[src/include/oacrb_pkg.sv]
// Purpose: constants and carriers for the amplifier control register bank
// Assumes: 32-bit axi4-lite register bus, one byte-wide register per word
// Notes: register offsets are word indexes; the byte address is four times the index
package oacrb_pkg;

   // =====================================================================
   // register indexes and bus address width
   localparam logic [11:0] IDX_CTRL0 = 12'h90c;
   localparam logic [11:0] IDX_CTRL1 = 12'h90d;
   localparam logic [11:0] IDX_CHSEL = 12'h90e;
   localparam logic [11:0] IDX_FBPIN = 12'h90f;
   localparam logic [11:0] IDX_HWOVR = 12'h910;
   localparam logic [11:0] IDX_TRIM = 12'h911;
   localparam logic [11:0] IDX_ORSRC = 12'h912;
   localparam int ADDR_W = 14;

   // =====================================================================
   // implemented-bit masks and reset values
   localparam logic [7:0] MASK_CTRL0 = 8'hab;
   localparam logic [7:0] MASK_CTRL1 = 8'h7f;
   localparam logic [7:0] MASK_CHSEL = 8'h77;
   localparam logic [7:0] MASK_FBPIN = 8'hc3;
   localparam logic [7:0] MASK_HWOVR = 8'hff;
   localparam logic [7:0] MASK_ORSRC = 8'h1f;
   localparam logic [7:0] RST_REG = 8'h00;
   localparam logic [7:0] TRIM_DEFAULT = 8'h80;

   // =====================================================================
   // field codes
   localparam logic [2:0] INV_SRC_GND = 3'h7;
   localparam logic [2:0] INV_SRC_PIN_MAX = 3'h3;
   localparam logic [2:0] INV_CH_NONE = 3'h0;
   localparam logic [2:0] INV_CH_LADDER = 3'h1;
   localparam logic [2:0] INV_CH_PIN = 3'h2;
   localparam logic [2:0] INV_CH_CONV1 = 3'h4;
   localparam logic [2:0] INV_CH_CONV2 = 3'h5;
   localparam logic [2:0] NINV_CH_GND = 3'h0;
   localparam logic [2:0] NINV_CH_LADDER = 3'h1;
   localparam logic [2:0] NINV_CH_PIN = 3'h2;
   localparam logic [2:0] NINV_CH_HALF = 3'h3;
   localparam logic [2:0] NINV_CH_CONV1 = 3'h4;
   localparam logic [2:0] NINV_CH_CONV2 = 3'h5;
   localparam logic [1:0] FB_MODE_NONE = 2'h0;
   localparam logic [1:0] FB_MODE_SUPPLY = 2'h1;
   localparam logic [1:0] FB_MODE_OUTPIN = 2'h2;
   localparam logic [2:0] HWC_USER = 3'h0;
   localparam logic [2:0] HWC_UNITY = 3'h4;
   localparam logic [2:0] HWC_RAIL = 3'h7;
   localparam logic [4:0] OVR_SRC_MAX = 5'h1a;
   localparam int OVR_SRC_N = 27;
   localparam logic [1:0] AXI_OKAY = 2'h0;
   localparam logic [1:0] AXI_SLVERR = 2'h2;

   // =====================================================================
   // analog switch controls, at most one set per group
   typedef struct packed {
      logic amp_enable;
      logic charge_pump_on;
      logic [3:0] inv_pin;     // inverting pins 3..0
      logic inv_pin_gnd;
      logic inv_none;
      logic inv_ladder;
      logic inv_pin_sel;
      logic inv_conv1;
      logic inv_conv2;
      logic inv_unity;
      logic [3:0] noninv_pin;
      logic noninv_gnd;
      logic noninv_ladder;
      logic noninv_pin_sel;
      logic noninv_half;
      logic noninv_conv1;
      logic noninv_conv2;
      logic fb_supply;
      logic fb_outpin;
      logic drive_supply;
      logic drive_ground;
      logic ladder_enable;
      logic [2:0] gain_ladder_select;
      logic [7:0] offset_trim;
   } oacrb_sw_s;
endpackage

[src/hdl/oacrb_top.sv]
// Purpose: amplifier control register bank behind an axi4-lite slave
// Assumes: sys_clk 100 mhz, override sources come from other clock domains
// Notes: switch controls are registered, one cycle behind the decode
`timescale 1ns/1ps
`default_nettype none

// Operation
// - inverting pin source 111 selects ground, 000..011 select inverting pins 0..3, 100..110 reserved.
// - inverting channel 000 none, 001 gain ladder, 010 selected pin, 100 converter one, 101 converter two.
// - noninverting channel 000 ground, 001 ladder, 010 pin, 011 half supply, 100 and 101 converters.
// - feedback mode 00 open, 01 supply, 10 output pin, 11 reserved.
// - noninverting pin source 00..11 selects noninverting pins 0..3.
// - with override enabled the configuration comes from the hardware high and low fields.
// - high hardware config 000 user feedback, 100 unity gain, 111 drive to supply.
// - low hardware config 000 user feedback, 100 unity gain, 111 drive to ground.
// - override polarity set inverts the selected hardware control input.
// - override source 00000..11010 picks one of 27 inputs, higher codes are reserved.
// - offset trim loads the calibration value on the first enabled cycle after reset, writes replace it until next reset.
module oacrb_top #(
   parameter logic [7:0] TRIM_CAL = oacrb_pkg::TRIM_DEFAULT
) (
   input wire logic sys_clk,
   input wire logic arst_n,
   input wire logic clk_en,
   input wire logic [oacrb_pkg::ADDR_W-1:0] s_axi_awaddr,
   input wire logic s_axi_awvalid,
   output logic s_axi_awready,
   input wire logic [31:0] s_axi_wdata,
   input wire logic [3:0] s_axi_wstrb,
   input wire logic s_axi_wvalid,
   output logic s_axi_wready,
   output logic [1:0] s_axi_bresp,
   output logic s_axi_bvalid,
   input wire logic s_axi_bready,
   input wire logic [oacrb_pkg::ADDR_W-1:0] s_axi_araddr,
   input wire logic s_axi_arvalid,
   output logic s_axi_arready,
   output logic [31:0] s_axi_rdata,
   output logic [1:0] s_axi_rresp,
   output logic s_axi_rvalid,
   input wire logic s_axi_rready,
   input wire logic [oacrb_pkg::OVR_SRC_N-1:0] override_inputs,
   output oacrb_pkg::oacrb_sw_s sw_ctrl,
   output logic override_level
);

   // =====================================================================
   // address decode, shared by read and write
   function automatic logic [2:0] reg_sel(input logic [oacrb_pkg::ADDR_W-1:0] a);
      logic [11:0] idx;
      idx = a[oacrb_pkg::ADDR_W-1:2];
      reg_sel = 3'h7;
      if (a[1:0] == 2'h0) begin
         unique case (idx)
            oacrb_pkg::IDX_CTRL0: reg_sel = 3'h0;
            oacrb_pkg::IDX_CTRL1: reg_sel = 3'h1;
            oacrb_pkg::IDX_CHSEL: reg_sel = 3'h2;
            oacrb_pkg::IDX_FBPIN: reg_sel = 3'h3;
            oacrb_pkg::IDX_HWOVR: reg_sel = 3'h4;
            oacrb_pkg::IDX_TRIM: reg_sel = 3'h5;
            oacrb_pkg::IDX_ORSRC: reg_sel = 3'h6;
            default: reg_sel = 3'h7;
         endcase
      end
   endfunction

   localparam logic [7:0] MASKS [0:6] = '{oacrb_pkg::MASK_CTRL0, oacrb_pkg::MASK_CTRL1,
      oacrb_pkg::MASK_CHSEL, oacrb_pkg::MASK_FBPIN, oacrb_pkg::MASK_HWOVR, 8'hff,
      oacrb_pkg::MASK_ORSRC};

   logic [7:0] regs_r [0:6];
   logic trim_loaded_r;

   // =====================================================================
   // write channel: address and data taken in either order
   logic aw_held_r, w_held_r;
   logic [oacrb_pkg::ADDR_W-1:0] aw_addr_r;
   logic [7:0] w_byte_r;
   logic w_lane_r;
   logic aw_take, w_take, do_write;
   logic [2:0] wsel;

   assign aw_take = s_axi_awvalid && s_axi_awready;
   assign w_take = s_axi_wvalid && s_axi_wready;
   assign do_write = clk_en && aw_held_r && w_held_r && !s_axi_bvalid;
   assign wsel = reg_sel(aw_addr_r);

   always_ff @(posedge sys_clk or negedge arst_n) begin
      if (!arst_n) begin
         s_axi_awready <= 1'b0;
         s_axi_wready <= 1'b0;
         aw_held_r <= 1'b0;
         w_held_r <= 1'b0;
         aw_addr_r <= '0;
         w_byte_r <= 8'h00;
         w_lane_r <= 1'b0;
         s_axi_bvalid <= 1'b0;
         s_axi_bresp <= oacrb_pkg::AXI_OKAY;
      end else if (clk_en) begin
         s_axi_awready <= !aw_held_r && !aw_take && !s_axi_bvalid;
         s_axi_wready <= !w_held_r && !w_take && !s_axi_bvalid;
         if (aw_take) begin
            aw_held_r <= 1'b1;
            aw_addr_r <= s_axi_awaddr;
         end
         if (w_take) begin
            w_held_r <= 1'b1;
            w_byte_r <= s_axi_wdata[7:0];
            w_lane_r <= s_axi_wstrb[0];
         end
         if (do_write) begin
            aw_held_r <= 1'b0;
            w_held_r <= 1'b0;
            s_axi_bvalid <= 1'b1;
            s_axi_bresp <= (wsel == 3'h7) ? oacrb_pkg::AXI_SLVERR : oacrb_pkg::AXI_OKAY;
         end else if (s_axi_bvalid && s_axi_bready) begin
            s_axi_bvalid <= 1'b0;
         end
      end
   end

   // =====================================================================
   // register storage; masks keep unimplemented bits at zero
   for (genvar g = 0; g < 7; g++) begin : g_reg
      if (g != 5) begin : g_plain
         always_ff @(posedge sys_clk or negedge arst_n) begin
            if (!arst_n) begin
               regs_r[g] <= oacrb_pkg::RST_REG;
            end else if (clk_en && do_write && wsel == 3'(g) && w_lane_r) begin
               regs_r[g] <= w_byte_r & MASKS[g];
            end
         end
      end
   end

   // trim: reset constant, then calibration copied in after release so the
   // parameter never feeds an async reset path
   always_ff @(posedge sys_clk or negedge arst_n) begin
      if (!arst_n) begin
         regs_r[5] <= oacrb_pkg::RST_REG;
         trim_loaded_r <= 1'b0;
      end else if (clk_en) begin
         trim_loaded_r <= 1'b1;
         if (do_write && wsel == 3'h5 && w_lane_r) begin
            regs_r[5] <= w_byte_r;
         end else if (!trim_loaded_r) begin
            regs_r[5] <= TRIM_CAL;
         end
      end
   end

   // =====================================================================
   // read channel, one cycle answer
   always_ff @(posedge sys_clk or negedge arst_n) begin
      if (!arst_n) begin
         s_axi_arready <= 1'b0;
         s_axi_rvalid <= 1'b0;
         s_axi_rdata <= 32'h0000_0000;
         s_axi_rresp <= oacrb_pkg::AXI_OKAY;
      end else if (clk_en) begin
         s_axi_arready <= !s_axi_rvalid && !(s_axi_arvalid && s_axi_arready);
         if (s_axi_arvalid && s_axi_arready) begin
            s_axi_rvalid <= 1'b1;
            if (reg_sel(s_axi_araddr) == 3'h7) begin
               s_axi_rdata <= 32'h0000_0000;
               s_axi_rresp <= oacrb_pkg::AXI_SLVERR;
            end else begin
               s_axi_rdata <= {24'h00_0000, regs_r[reg_sel(s_axi_araddr)]};
               s_axi_rresp <= oacrb_pkg::AXI_OKAY;
            end
         end else if (s_axi_rvalid && s_axi_rready) begin
            s_axi_rvalid <= 1'b0;
         end
      end
   end

   // =====================================================================
   // override input: synchronise all, then select
   logic [oacrb_pkg::OVR_SRC_N-1:0] ovr_meta_r, ovr_sync_r;
   logic [4:0] src_code;
   logic src_bit;

   always_ff @(posedge sys_clk or negedge arst_n) begin
      if (!arst_n) begin
         ovr_meta_r <= '0;
         ovr_sync_r <= '0;
      end else if (clk_en) begin
         ovr_meta_r <= override_inputs;
         ovr_sync_r <= ovr_meta_r;
      end
   end

   assign src_code = regs_r[6][4:0];
   // reserved source codes read as a deasserted input
   assign src_bit = (src_code <= oacrb_pkg::OVR_SRC_MAX) ? ovr_sync_r[src_code] : 1'b0;

   // =====================================================================
   // configuration decode into one-hot switch controls
   oacrb_pkg::oacrb_sw_s sw_nxt;
   logic ovr_en, ovr_lvl;
   logic [2:0] hw_cfg, inv_src, inv_ch, ninv_ch;
   logic [1:0] soc, fb_mode, ninv_src;

   always_comb begin
      ovr_en = regs_r[4][7];
      ovr_lvl = src_bit ^ regs_r[4][3];
      hw_cfg = ovr_lvl ? regs_r[4][6:4] : regs_r[4][2:0];
      inv_src = regs_r[1][2:0];
      inv_ch = regs_r[2][6:4];
      ninv_ch = regs_r[2][2:0];
      fb_mode = regs_r[3][7:6];
      ninv_src = regs_r[3][1:0];
      soc = regs_r[0][1:0];
      sw_nxt = '0;
      sw_nxt.amp_enable = regs_r[0][7];
      sw_nxt.charge_pump_on = regs_r[0][5];
      sw_nxt.ladder_enable = regs_r[1][3];
      sw_nxt.gain_ladder_select = regs_r[1][6:4];
      sw_nxt.offset_trim = regs_r[5];
      sw_nxt.inv_pin_gnd = (inv_src == oacrb_pkg::INV_SRC_GND);
      if (inv_src <= oacrb_pkg::INV_SRC_PIN_MAX) begin
         sw_nxt.inv_pin[inv_src[1:0]] = 1'b1;
      end
      sw_nxt.noninv_pin[ninv_src] = 1'b1;
      // reserved channel codes leave that input open rather than guess a source
      unique case (inv_ch)
         oacrb_pkg::INV_CH_NONE: begin
            sw_nxt.inv_none = 1'b1;
         end
         oacrb_pkg::INV_CH_LADDER: begin
            sw_nxt.inv_ladder = 1'b1;
         end
         oacrb_pkg::INV_CH_PIN: begin
            sw_nxt.inv_pin_sel = 1'b1;
         end
         oacrb_pkg::INV_CH_CONV1: begin
            sw_nxt.inv_conv1 = 1'b1;
         end
         oacrb_pkg::INV_CH_CONV2: begin
            sw_nxt.inv_conv2 = 1'b1;
         end
         default: ;
      endcase
      unique case (ninv_ch)
         oacrb_pkg::NINV_CH_GND: begin
            sw_nxt.noninv_gnd = 1'b1;
         end
         oacrb_pkg::NINV_CH_LADDER: begin
            sw_nxt.noninv_ladder = 1'b1;
         end
         oacrb_pkg::NINV_CH_PIN: begin
            sw_nxt.noninv_pin_sel = 1'b1;
         end
         oacrb_pkg::NINV_CH_HALF: begin
            sw_nxt.noninv_half = 1'b1;
         end
         oacrb_pkg::NINV_CH_CONV1: begin
            sw_nxt.noninv_conv1 = 1'b1;
         end
         oacrb_pkg::NINV_CH_CONV2: begin
            sw_nxt.noninv_conv2 = 1'b1;
         end
         default: ;
      endcase
      unique case (fb_mode)
         oacrb_pkg::FB_MODE_NONE: begin
            // feedback path left open
         end
         oacrb_pkg::FB_MODE_SUPPLY: begin
            sw_nxt.fb_supply = 1'b1;
         end
         oacrb_pkg::FB_MODE_OUTPIN: begin
            sw_nxt.fb_outpin = 1'b1;
         end
         default: ;
      endcase
      if (ovr_en) begin
         sw_nxt.inv_unity = (hw_cfg == oacrb_pkg::HWC_UNITY);
         if (hw_cfg == oacrb_pkg::HWC_RAIL) begin
            sw_nxt.drive_supply = ovr_lvl;
            sw_nxt.drive_ground = !ovr_lvl;
         end
      end else begin
         sw_nxt.inv_unity = regs_r[0][3];
         sw_nxt.drive_supply = (soc == 2'h2);
         sw_nxt.drive_ground = (soc == 2'h1);
      end
   end

   always_ff @(posedge sys_clk or negedge arst_n) begin
      if (!arst_n) begin
         sw_ctrl <= '0;
         override_level <= 1'b0;
      end else if (clk_en) begin
         sw_ctrl <= sw_nxt;
         override_level <= ovr_en && ovr_lvl;
      end
   end

endmodule
`default_nettype wire

[config.mk]
export PLATFORM = sky130hd
export DESIGN_NAME = oacrb_top
export DESIGN_NICKNAME = d
export VERILOG_FILES = /design/src/include/oacrb_pkg.sv /design/src/hdl/oacrb_top.sv
export SDC_FILE = /design/constraint.sdc
export NUM_CORES = 1
export LEC_CHECK = 0
export CAP_MARGIN = 20
export CELL_PAD_IN_SITES_DETAIL_PLACEMENT = 1
export CELL_PAD_IN_SITES_GLOBAL_PLACEMENT = 1
export CORE_MARGIN = 2
export CORE_UTILIZATION = 46
export DETAILED_ROUTE_END_ITERATION = 6
export DONT_BUFFER_PORTS = 1
export PLACE_DENSITY = 0.8
export SETUP_SLACK_MARGIN = 0.2
export SKIP_LAST_GASP = 1
export SLEW_MARGIN = 20
export SYNTH_ARGS = -nofsm -noshare
export SYNTH_HDL_FRONTEND = slang
export SYNTH_SLANG_ARGS = --single-unit
[constraint.sdc]
create_clock -name sys_clk -period 1.8 [get_ports sys_clk]
set_input_delay 0.54 -clock sys_clk [delete_from_list [all_inputs] [get_ports sys_clk]]
set_output_delay 0.54 -clock sys_clk [all_outputs]
set_load 0.01 [all_outputs]
==> results.toml, run 1 <==
[outcome]
status = "finished with violations"
violations = "hold timing, setup timing"

[setup_path]
worst_ep_arrival_time_ns = 2.37
setup.reg_to_reg.worst_slack_ns = -0.24
setup.worst_path.start_class = "register"
timing.critical_path.required_ns = 2.14
crit_path_end_kind = "register"
category_of_the_critical_setup_timing_path = "reg2reg"
critical_path.max_fanout = 3

[clock_tree]
clk_path_buf_depth = 2
htree_num_levels = 4
numCtsBuffers = 17
cts_tree = "yes"
worst_setup_hold_path_clk_slew_ns = 0.07
skew_pair_late_insertion_delay_ns = 0.43
ctsRootBufferMaster = "sky130_fd_sc_hd__clkbuf_16"
tritoncts_num_sinks = 178

[pwr]
total_power_uw = 10600
ir_worst_vdd_v = 0.000800
p_leak_uw = 0.00423
pwr_density_cell_nw_per_um2 = 1080

[placed_design]
hpwlAfterDp_um = 13800
dpl.cell_count = 877
port-buffer-count = 0
gpl.final_weighted_congestion = 0.812

[drt]
detail_route.wl_per_cell_um = 22.6
routed_wirelength_um = 21100
initialDrtViolationCount = 193
drc = 0
pre_antenna_drt_iters = 4
detailroute.via_count = 5339
avgViaCountPerCell = 5.71
drtAntennaViolNets = 0

[synth]
synth_largest_area_cell = "sky130_fd_sc_hd__dfrtp_1"
synth_top_area_share_pct = 55.4
syn-instance-count = 637
yosys_warnings = 0
avgSynthCellArea_um2 = 12.6
synth_area_um2 = 8040
synth_cell_type_count = 64
synth.area.top_cells = "sky130_fd_sc_hd__dfrtp_1 55%, sky130_fd_sc_hd__mux2_2 16%, sky130_fd_sc_hd__buf_4 2.4%"
synth_edf_count = 0
ys_async_sr_fraction_pct = 100
ys_seq_elements = 178
synthFlopType = "sky130_fd_sc_hd__dfrtp_1"
portion_of_the_post_synthesis_area_used_by_sequential_elements_pct = 55.4

[grt]
groute.usage.overall_pct = 23.2
grt_start_max_net_pins = 179
antenna_violations_before_repair = 0
first_pass_grt_wire_length_um = 32500
first_global_vias = 5884
grt_overflow_total = 0

[sta]
hold_slack_ns = -0.193
finalCritPeriodShare_pct = 113
setup_violations = 38
timing.fmax_mhz = 491
slew_violations = 0
clock-skew-final_ns = 0.0113
post-route-min-period_ns = 2.04
final_hold_viol_count = 178
fin_setup_tns_ns = -2.52
unrepaired_setup_endpoints_after_global_routing = "true"
post-route-worst-setup-slack_ns = -0.235

[finish]
finish.cell_count_without_fillers = 935
antenna_cells = 0
fin_util_pct = 57.6
layout-area-overhead-vs-synth_pct = 22.9
fillers = 1692
final_layout_size_suffix_gt1_share_pct = 43.1
final_nets = 796

[die]
rows = 48
floorplan.die.height_um = 136
core_area_um2 = 17200
die_width_um = 136
design.die.area_um2 = 18600
floorplan.initialDensity_pct = 46.8
ioPinCount = 180

[hold_path]
hold_path.class = "in2async"

[run]
maxCapViolations = 0
## cell usage after synthesis (5+ instances only)
master / n
sky130_fd_sc_hd__dfrtp_1: 178
sky130_fd_sc_hd__mux2_2: 117
sky130_fd_sc_hd__inv_1: 30
sky130_fd_sc_hd__nand2_1: 29
sky130_fd_sc_hd__buf_4: 26
sky130_fd_sc_hd__clkbuf_1: 20
sky130_fd_sc_hd__a21oi_1: 18
sky130_fd_sc_hd__nand3_1: 17
sky130_fd_sc_hd__o22ai_1: 15
sky130_fd_sc_hd__mux2_1: 14
sky130_fd_sc_hd__o21ai_0: 14
sky130_fd_sc_hd__mux2i_1: 13
sky130_fd_sc_hd__nor2_1: 11
sky130_fd_sc_hd__o32ai_1: 11
sky130_fd_sc_hd__nand2b_1: 9
sky130_fd_sc_hd__a22o_1: 8
sky130_fd_sc_hd__nand3b_1: 8
sky130_fd_sc_hd__a31oi_1: 7
sky130_fd_sc_hd__nor3_1: 7
sky130_fd_sc_hd__buf_2: 5
sky130_fd_sc_hd__o31ai_1: 5
## critical path, stage by stage (launching register included)
cell and delay (ns):
sky130_fd_sc_hd__dfrtp_2 0.43, sky130_fd_sc_hd__buf_4 0.16, sky130_fd_sc_hd__buf_4 0.13, sky130_fd_sc_hd__mux2i_1 0.11, sky130_fd_sc_hd__o21ai_1 0.26, sky130_fd_sc_hd__a21oi_1 0.15
sky130_fd_sc_hd__nor3_1 0.27, sky130_fd_sc_hd__and2b_2 0.26, sky130_fd_sc_hd__o211ai_1 0.18
## sequential cells by signal, summed over array words and instances, names as in the netlist, 2 cells and up
| register | count |
|---|---|
| aw_addr_r | 14 |
| s_axi_rdata | 8 |
| sw_ctrl | 39 |
| ninv_ch | 3 |
| ninv_src | 2 |
| ovr_meta_r | 27 |
| fb_mode | 2 |
| inv_ch | 3 |
| inv_src | 3 |
| regs_r | 29 |
| w_byte_r | 8 |
| ovr_sync_r | 27 |
## stage by stage
step / setup WS (ns) / instance area, µm²
finish: -0.235 / 9890
global route: -0.322 / 9890
CTS: -0.179 / 9580
detailed placement: -0.253 / 8700
global placement: -0.207 / 8700
floorplan: -0.173 / 8430
## power by group
part,switching (µW),total (µW),internal (µW)
Combinational,687,1560,870
Clock,1610,3820,2210
Sequential,709,5260,4550
## logic make-up (layout without fill, tap and decap cells)
kind of cell | count (synthesis) | in the layout | share of synthesized area, %
buffers and inverters | 86 | 134 | 5.49
muxes | 147 | 147 | 20.8
DFF | 178 | 178 | 55.4
and+or+nand+nor | 120 | 120 | 9.16
other | 1 | 26 | 0.0466
AOI/OAI and AO/OA | 103 | 103 | 8.88
xor gates and xnor gates | 2 | 2 | 0.218
## layer usage
layer	track usage [%]	vias to the layer above	wire, µm
met5	0	-	0
met4	5.90	0	268
met3	7.05	22	1350
met2	41.1	165	11000
met1	27.6	2779	8450
li1	-	2373	-
## worst paths after layout
check	from	end	depth (start not counted)
max in group asynchronous	arst_n	aw_held_r$_DFFE_PN0P_	0
min in group sys_clk	clk_en	sw_ctrl[29]$_DFFE_PN0P_	1
hold / removal	arst_n	sw_ctrl[17]$_DFFE_PN0P_	0
setup reg to reg	regs_r[1]$_DFFE_PN0P_	sw_ctrl[26]$_DFFE_PN0P_	8
hold reg to reg	trim_loaded_r$_DFFE_PN0P_	trim_loaded_r$_DFFE_PN0P_	1
setup / recovery	regs_r[1]$_DFFE_PN0P_	sw_ctrl[26]$_DFFE_PN0P_	8
## layout make-up
cell class,instances,area [µm²],share of cell area [%]
clock buffer,22,484,4.90
sequential,178,4460,45.1
timing repair buffer,71,669,6.77
tap,225,282,2.85
multi-input combinational,398,3750,37.9
clock inverter,10,124,1.25
inverter,31,119,1.20
## cells in the final DEF (no fill, tap or decap), drive strengths merged, types with 4 or more instances in the layout
master | synthesis | routed
nor3 | 10 | 10
conb | 1 | 26
nand4 | 4 | 4
mux2 | 131 | 131
clkbuf | 20 | 23
inv | 31 | 33
mux2i | 14 | 14
nor2 | 14 | 14
clkinv | 0 | 4
buf | 35 | 70
a31oi | 7 | 7
o21ai | 18 | 18
nand3 | 17 | 17
o32ai | 11 | 11
o22ai | 15 | 15
nand2 | 29 | 29
nor3b | 4 | 4
nand3b | 8 | 8
and2 | 4 | 4
a21oi | 18 | 18
o31ai | 5 | 5
dfrtp | 178 | 178
nand2b | 9 | 9
a22o | 8 | 8
## repair_timing
| item | 4_1_cts | 5_1_grt |
|---|---|---|
| endpoints found under the hold margin | 178 | 178 |
| cloned | 0 | 1 |
| pin swaps | 11 | 26 |
| setup buffers | 13 | 12 |
| resized for setup | 36 | 35 |
| endpoints found under the setup margin | 47 | 54 |
Power figures use the tool's default switching activity.
==> run 2, diff against run 1 <==
- RECOVER_POWER: default -> 100
==> run 2 against run 1 <==
  * The flow still finishes with violations (hold timing, setup timing)
  * First-iteration DRC count fell by 11%
  * Sequential power is essentially flat
  * Critical path depth unchanged
  * Cell count is the same
  * Final area is 0.54% lower
  * Non-clock buffer count stayed put
  * Largest cell class unchanged
==> results.toml, run 2 (synthesized netlist as in run 1, its figures left out) <==
[outcome]
status = "finished with violations"
violations = "hold timing, setup timing"

[pwr]
comb_power_share_pct = 14.4
seq_power_share_pct = 49.5
total_internal_power_uw = 7620
switching_share_pct = 28.2
ir_worst_vdd_v = 0.000789
clock_power_share_pct = 36.0
power.switching_uw = 2990
pwr_density_cell_nw_per_um2 = 1080
p_leak_uw = 0.00421

[drt]
detailroute.via_count = 5328
met1_length_um = 8350
avgViaCountPerCell = 5.70
dr_wl_met3_um = 1390
highest_layer = "met4"
routed-wl-met2_um = 11200
detail_route.wl_per_cell_um = 22.6
routed_wirelength_um = 21100
drtAntennaViolNets = 0
pre_antenna_drt_iters = 4
initialDrtViolationCount = 172
drc = 0

[finish]
mostFrequentLayoutCells = "176 x sky130_fd_sc_hd__dfrtp_1, 106 x sky130_fd_sc_hd__mux2_2, 47 x sky130_fd_sc_hd__buf_4"
largest_register_ff_count = 39
multi_input_area_um2 = 3720
largest-register = "sw_ctrl"
fin_util_pct = 57.2
most_common_cell_after_layout_fill_and_taps_aside = "sky130_fd_sc_hd__dfrtp_1"
antenna_cells = 0
layout-area-overhead-vs-synth_pct = 22.3
final_layout_size_suffix_gt1_share_pct = 42.3
fillers = 1704
final_nets = 796
register_area_um2 = 4460
largest_registers = "sw_ctrl (39), regs_r (29)"

[clock_tree]
htree_num_levels = 4
numCtsBuffers = 17
tritoncts_num_sinks = 178
worst_setup_hold_path_clk_slew_ns = 0.07
cts_tree = "yes"
clk_path_buf_depth = 2
skew_pair_late_insertion_delay_ns = 0.43
ctsRootBufferMaster = "sky130_fd_sc_hd__clkbuf_16"

[sta]
finalCritPeriodShare_pct = 112
post-route-min-period_ns = 2.02
setup_violations = 44
timing.fmax_mhz = 496
final_hold_viol_count = 178
unrepaired_setup_endpoints_after_global_routing = "true"
clock-skew-final_ns = 0.0176
hold_slack_ns = -0.194
post-route-worst-setup-slack_ns = -0.217
max_slew.worst_pin.slew_ns = 0.802
worst_slew_margin_rel_pct = 46.5
slew_violations = 0

[setup_path]
setup.reg_to_reg.worst_slack_ns = -0.22
timing.critical_path.required_ns = 2.14
worst_ep_arrival_time_ns = 2.36
worst_r2r_endpoint = "sw_ctrl[26]$_DFFE_PN0P_"
crit_path_end_kind = "register"
setup.worst_path.start_class = "register"
critical_path.max_fanout = 3
category_of_the_critical_setup_timing_path = "reg2reg"
worstRegToRegCells = 8
critical_path.reg2reg.startpoint = "regs_r[1]$_DFFE_PN0P_"

[grt]
grt_start_max_net_pins = 179
first_global_vias = 5884
antenna_violations_before_repair = 0
groute.usage.overall_pct = 23.2
first_pass_grt_wire_length_um = 32500
grt_overflow_total = 0

[die]
rows = 48
die_width_um = 136
floorplan.initialDensity_pct = 46.8
ioPinCount = 180
floorplan.die.height_um = 136
design.die.area_um2 = 18600
core_area_um2 = 17200

[run]
maxCapViolations = 0

[hold_path]
hold_path.class = "in2async"

[placed_design]
gpl.final_weighted_congestion = 0.812
post-place-ws_ns = -0.253
port-buffer-count = 0
hpwlAfterDp_um = 13800
[run 2: stage by stage]
step           total power [µW]  cells  cell area [µm²]  TNS (ns)  hold slack, ns
2_1_floorplan              6050    662             8430     -2.75           0.244
3_3_place_gp               6430    877             8700     -3.51           0.250
3_5_place_dp               6560    877             8700     -5.01           0.250
4_1_cts                   10500    922             9580     -1.05          -0.208
5_1_grt                   11000    935             9830     -8.33          -0.214
6_report                  10600    935             9830     -4.81          -0.194
[run 2: layout make-up]
type / count / area share [%]
Clock buffer: 22 / 4.92
Clock inverter: 10 / 1.26
Inverter: 31 / 1.21
Multi-Input combinational cell: 398 / 37.9
Sequential cell: 178 / 45.3
Tap cell: 225 / 2.86
Timing Repair Buffer: 71 / 6.54
[run 2: worst max-delay path by stage]
stage,depth (start not counted),endpoint,start
after global routing,7,sw_ctrl[26]$_DFFE_PN0P_,regs_r[1]$_DFFE_PN0P_
after global placement,6,s_axi_rdata[0]$_DFFE_PN0P_,s_axi_araddr[11]
final,8,sw_ctrl[26]$_DFFE_PN0P_,regs_r[1]$_DFFE_PN0P_
after floorplan,7,regs_r[48]$_DFFE_PN0P_,clk_en
after CTS,7,sw_ctrl[12]$_DFFE_PN0P_,regs_r[1]$_DFFE_PN0P_
after detailed placement,7,sw_ctrl[12]$_DFFE_PN0P_,regs_r[1]$_DFFE_PN0P_
[run 2: repair_timing]
| action | in CTS | in global routing |
|---|---|---|
| setup buffers | 13 | 12 |
| gates cloned | 0 | 1 |
| hold endpoints to repair | 178 | 178 |
| pin swaps | 11 | 26 |
| setup endpoints to repair | 47 | 54 |
| resized for setup | 36 | 35 |
[run 2: critical path: stages (launching register included)]
cell                       delay [ns]
sky130_fd_sc_hd__dfrtp_2         0.43
sky130_fd_sc_hd__buf_4           0.16
sky130_fd_sc_hd__buf_4           0.13
sky130_fd_sc_hd__mux2i_1         0.11
sky130_fd_sc_hd__o21ai_1         0.26
sky130_fd_sc_hd__a21oi_1         0.15
sky130_fd_sc_hd__nor3_1          0.25
sky130_fd_sc_hd__and2b_2         0.25
sky130_fd_sc_hd__o211ai_1        0.18
[run 2: per-layer routing]
metal,up-vias,GRT usage (%)
met5,-,0
met4,0,5.90
met3,17,7.05
met2,152,41.1
met1,2777,27.6
li1,2382,-
[run 2: power by group through the flow]
| stage | registers [µW] | logic [µW] | clock network (µW) |
|---|---|---|---|
| 2_1_floorplan | 5040 | 1010 | 0 |
| 3_3_place_gp | 5230 | 1210 | 0 |
| 6_report | 5250 | 1530 | 3820 |
| 5_1_grt | 5330 | 1660 | 4040 |
| 3_5_place_dp | 5280 | 1280 | 0 |
| 4_1_cts | 5230 | 1430 | 3890 |
==> run 3, diff against run 2 <==
- CTS_BUF_LIST: default -> sky130_fd_sc_hd__clkbuf_16
==> run 3 against run 2 <==
  * The run still ends with hold timing, setup timing left
  * Total power decreased by 2.0%
  * Die area unchanged
  * Sequential share of layout area increased by 0.12 points
  * Clock skew decreased by 0.0070 ns
  * Final area decreased by 0.27%
  * Clock-buffer cell count decreased by 5
  * Worst setup slack got worse by 0.0072 ns
==> results.toml, run 3 (synthesized netlist as in run 1, its figures left out) <==
[clock_tree]
ctsRootBufferMaster = "sky130_fd_sc_hd__clkbuf_16"
tritoncts_num_sinks = 178
htree_num_levels = 4
clk_path_buf_depth = 2
skew_pair_late_insertion_delay_ns = 0.43
worst_setup_hold_path_clk_slew_ns = 0.07
numCtsBuffers = 17
cts_tree = "yes"

[setup_path]
category_of_the_critical_setup_timing_path = "reg2reg"
worst_r2r_endpoint = "sw_ctrl[26]$_DFFE_PN0P_"
cp_slowest_cell = "sky130_fd_sc_hd__mux4_2"
worstRegToRegCells = 7
setup.reg_to_reg.worst_slack_ns = -0.22
critical_path.reg2reg.startpoint = "regs_r[1]$_DFFE_PN0P_"
crit_path_end_kind = "register"
setup.worst_path.start_class = "register"
path_cells = "buf_4, mux4_2, mux2i_4, and2_4, nor3_1, or3b_1, o211ai_1"
critical_path.max_fanout = 4
worst_ep_arrival_time_ns = 2.36
dominant_delay_contributor_by_cell_family_on_the_critical_path = "multiplexers"
count_of_buffering_cells_on_the_critical_path_with_inverters_included = 1
timing.critical_path.slowest_cell_delay_ns = 0.52
timing.critical_path.required_ns = 2.14
setup.worst_path.start = "regs_r[1]$_DFFE_PN0P_"

[grt]
grt_start_max_net_pins = 179
first_pass_grt_wire_length_um = 32500
antenna_violations_before_repair = 0
first_global_vias = 5942
groute.usage.overall_pct = 23.2
grt_overflow_total = 0

[drt]
initialDrtViolationCount = 176
avgViaCountPerCell = 5.71
drtAntennaViolNets = 0
detail_route.wl_per_cell_um = 22.5
detailroute.via_count = 5340
drc = 0
pre_antenna_drt_iters = 4
routed_wirelength_um = 21000

[pwr]
pwr_density_cell_nw_per_um2 = 1060
p_leak_uw = 0.00420
ir_worst_vdd_v = 0.000847

[sta]
timing.fmax_mhz = 494
worst_slew_margin_rel_pct = 46.3
clock-skew-final_ns = 0.0106
post-route-worst-setup-slack_ns = -0.224
finalCritPeriodShare_pct = 112
setup_violations = 46
max_slew.worst_pin.slew_ns = 0.805
final_hold_viol_count = 178
hold_slack_ns = -0.193
post-route-min-period_ns = 2.02
unrepaired_setup_endpoints_after_global_routing = "true"
slew_violations = 0
fin_setup_tns_ns = -4.97

[outcome]
status = "finished with violations"
violations = "hold timing, setup timing"

[hold_path]
hold_path.class = "in2async"

[finish]
finish.cell_count_without_fillers = 936
most_common_cell_after_layout_fill_and_taps_aside = "sky130_fd_sc_hd__dfrtp_1"
largest_register_ff_count = 39
antenna_cells = 0
mostFrequentLayoutCells = "176 x sky130_fd_sc_hd__dfrtp_1, 106 x sky130_fd_sc_hd__mux2_2, 48 x sky130_fd_sc_hd__buf_4"
largest_registers = "sw_ctrl (39), regs_r (29)"
largest-register = "sw_ctrl"
final_layout_size_suffix_gt1_share_pct = 41.9
final_nets = 797
layout-area-overhead-vs-synth_pct = 21.9

[placed_design]
hpwlAfterDp_um = 13800
port-buffer-count = 0
post-place-ws_ns = -0.253
gpl.final_weighted_congestion = 0.812
dpl.cell_count = 877

[die]
design.die.area_um2 = 18600
floorplan.die.height_um = 136
core_area_um2 = 17200
floorplan.initialDensity_pct = 46.8
rows = 48
die_width_um = 136
ioPinCount = 180

[run]
maxCapViolations = 0
==> run 3: cell count changes in the layout (fill, tap and decap cells not counted), sizes merged <==
cell    before  now
clkinv       4    8
inv         33   34
buf         66   67
clkbuf      27   22
==> run 3: report_power, final <==
part	leakage [µW]	internal, µW	switching, µW
Clock	0.000275	2030	1580
Combinational	0.00168	857	678
Sequential	0.00225	4550	695
==> run 3: how the worst max path moves through the flow <==
stage                                 end  slack [ns]  cells after the start
2_1_floorplan      regs_r[48]$_DFFE_PN0P_       -0.17                      7
3_3_place_gp   s_axi_rdata[0]$_DFFE_PN0P_       -0.21                      6
3_5_place_dp      sw_ctrl[12]$_DFFE_PN0P_       -0.25                      7
4_1_cts           sw_ctrl[12]$_DFFE_PN0P_       -0.18                      7
5_1_grt           sw_ctrl[26]$_DFFE_PN0P_       -0.34                      7
6_report          sw_ctrl[26]$_DFFE_PN0P_       -0.22                      7
==> run 3: cell type report <==
cell class              instances  area [µm²]
multi-input cells             398        3730
clock inverters                15         143
fillers                      1708        7370
clock buffers                  17         425
flip-flops and latches        178        4460
well taps                     225         282
inverters                      31         119
repair buffers                 72         654
==> run 3: per-stage QoR <==
step	instance area [µm²]	power (µW)	util (%)
3_3_place_gp	8700	6430	50.6
2_1_floorplan	8430	6050	-
6_report	9810	10400	57.1
4_1_cts	9550	10400	55.6
5_1_grt	9810	10900	57.1
3_5_place_dp	8700	6560	50.6
==> run 3: repair_timing <==
item / 4_1_cts / 5_1_grt
gates cloned: 0 / 1
setup endpoints to repair: 47 / 54
pin swaps: 11 / 24
hold endpoints to repair: 178 / 178
setup buffers: 13 / 13
resized for setup: 37 / 35
==> run 3: routing by layer <==
metal / up-vias / global-route usage, % / share of wire [%]
li1: 2384 / - / -
met1: 2758 / 27.5 / 39
met2: 168 / 40.3 / 52
met3: 30 / 7.16 / 6.9
met4: 0 / 7.29 / 1.8
met5: - / 0 / 0
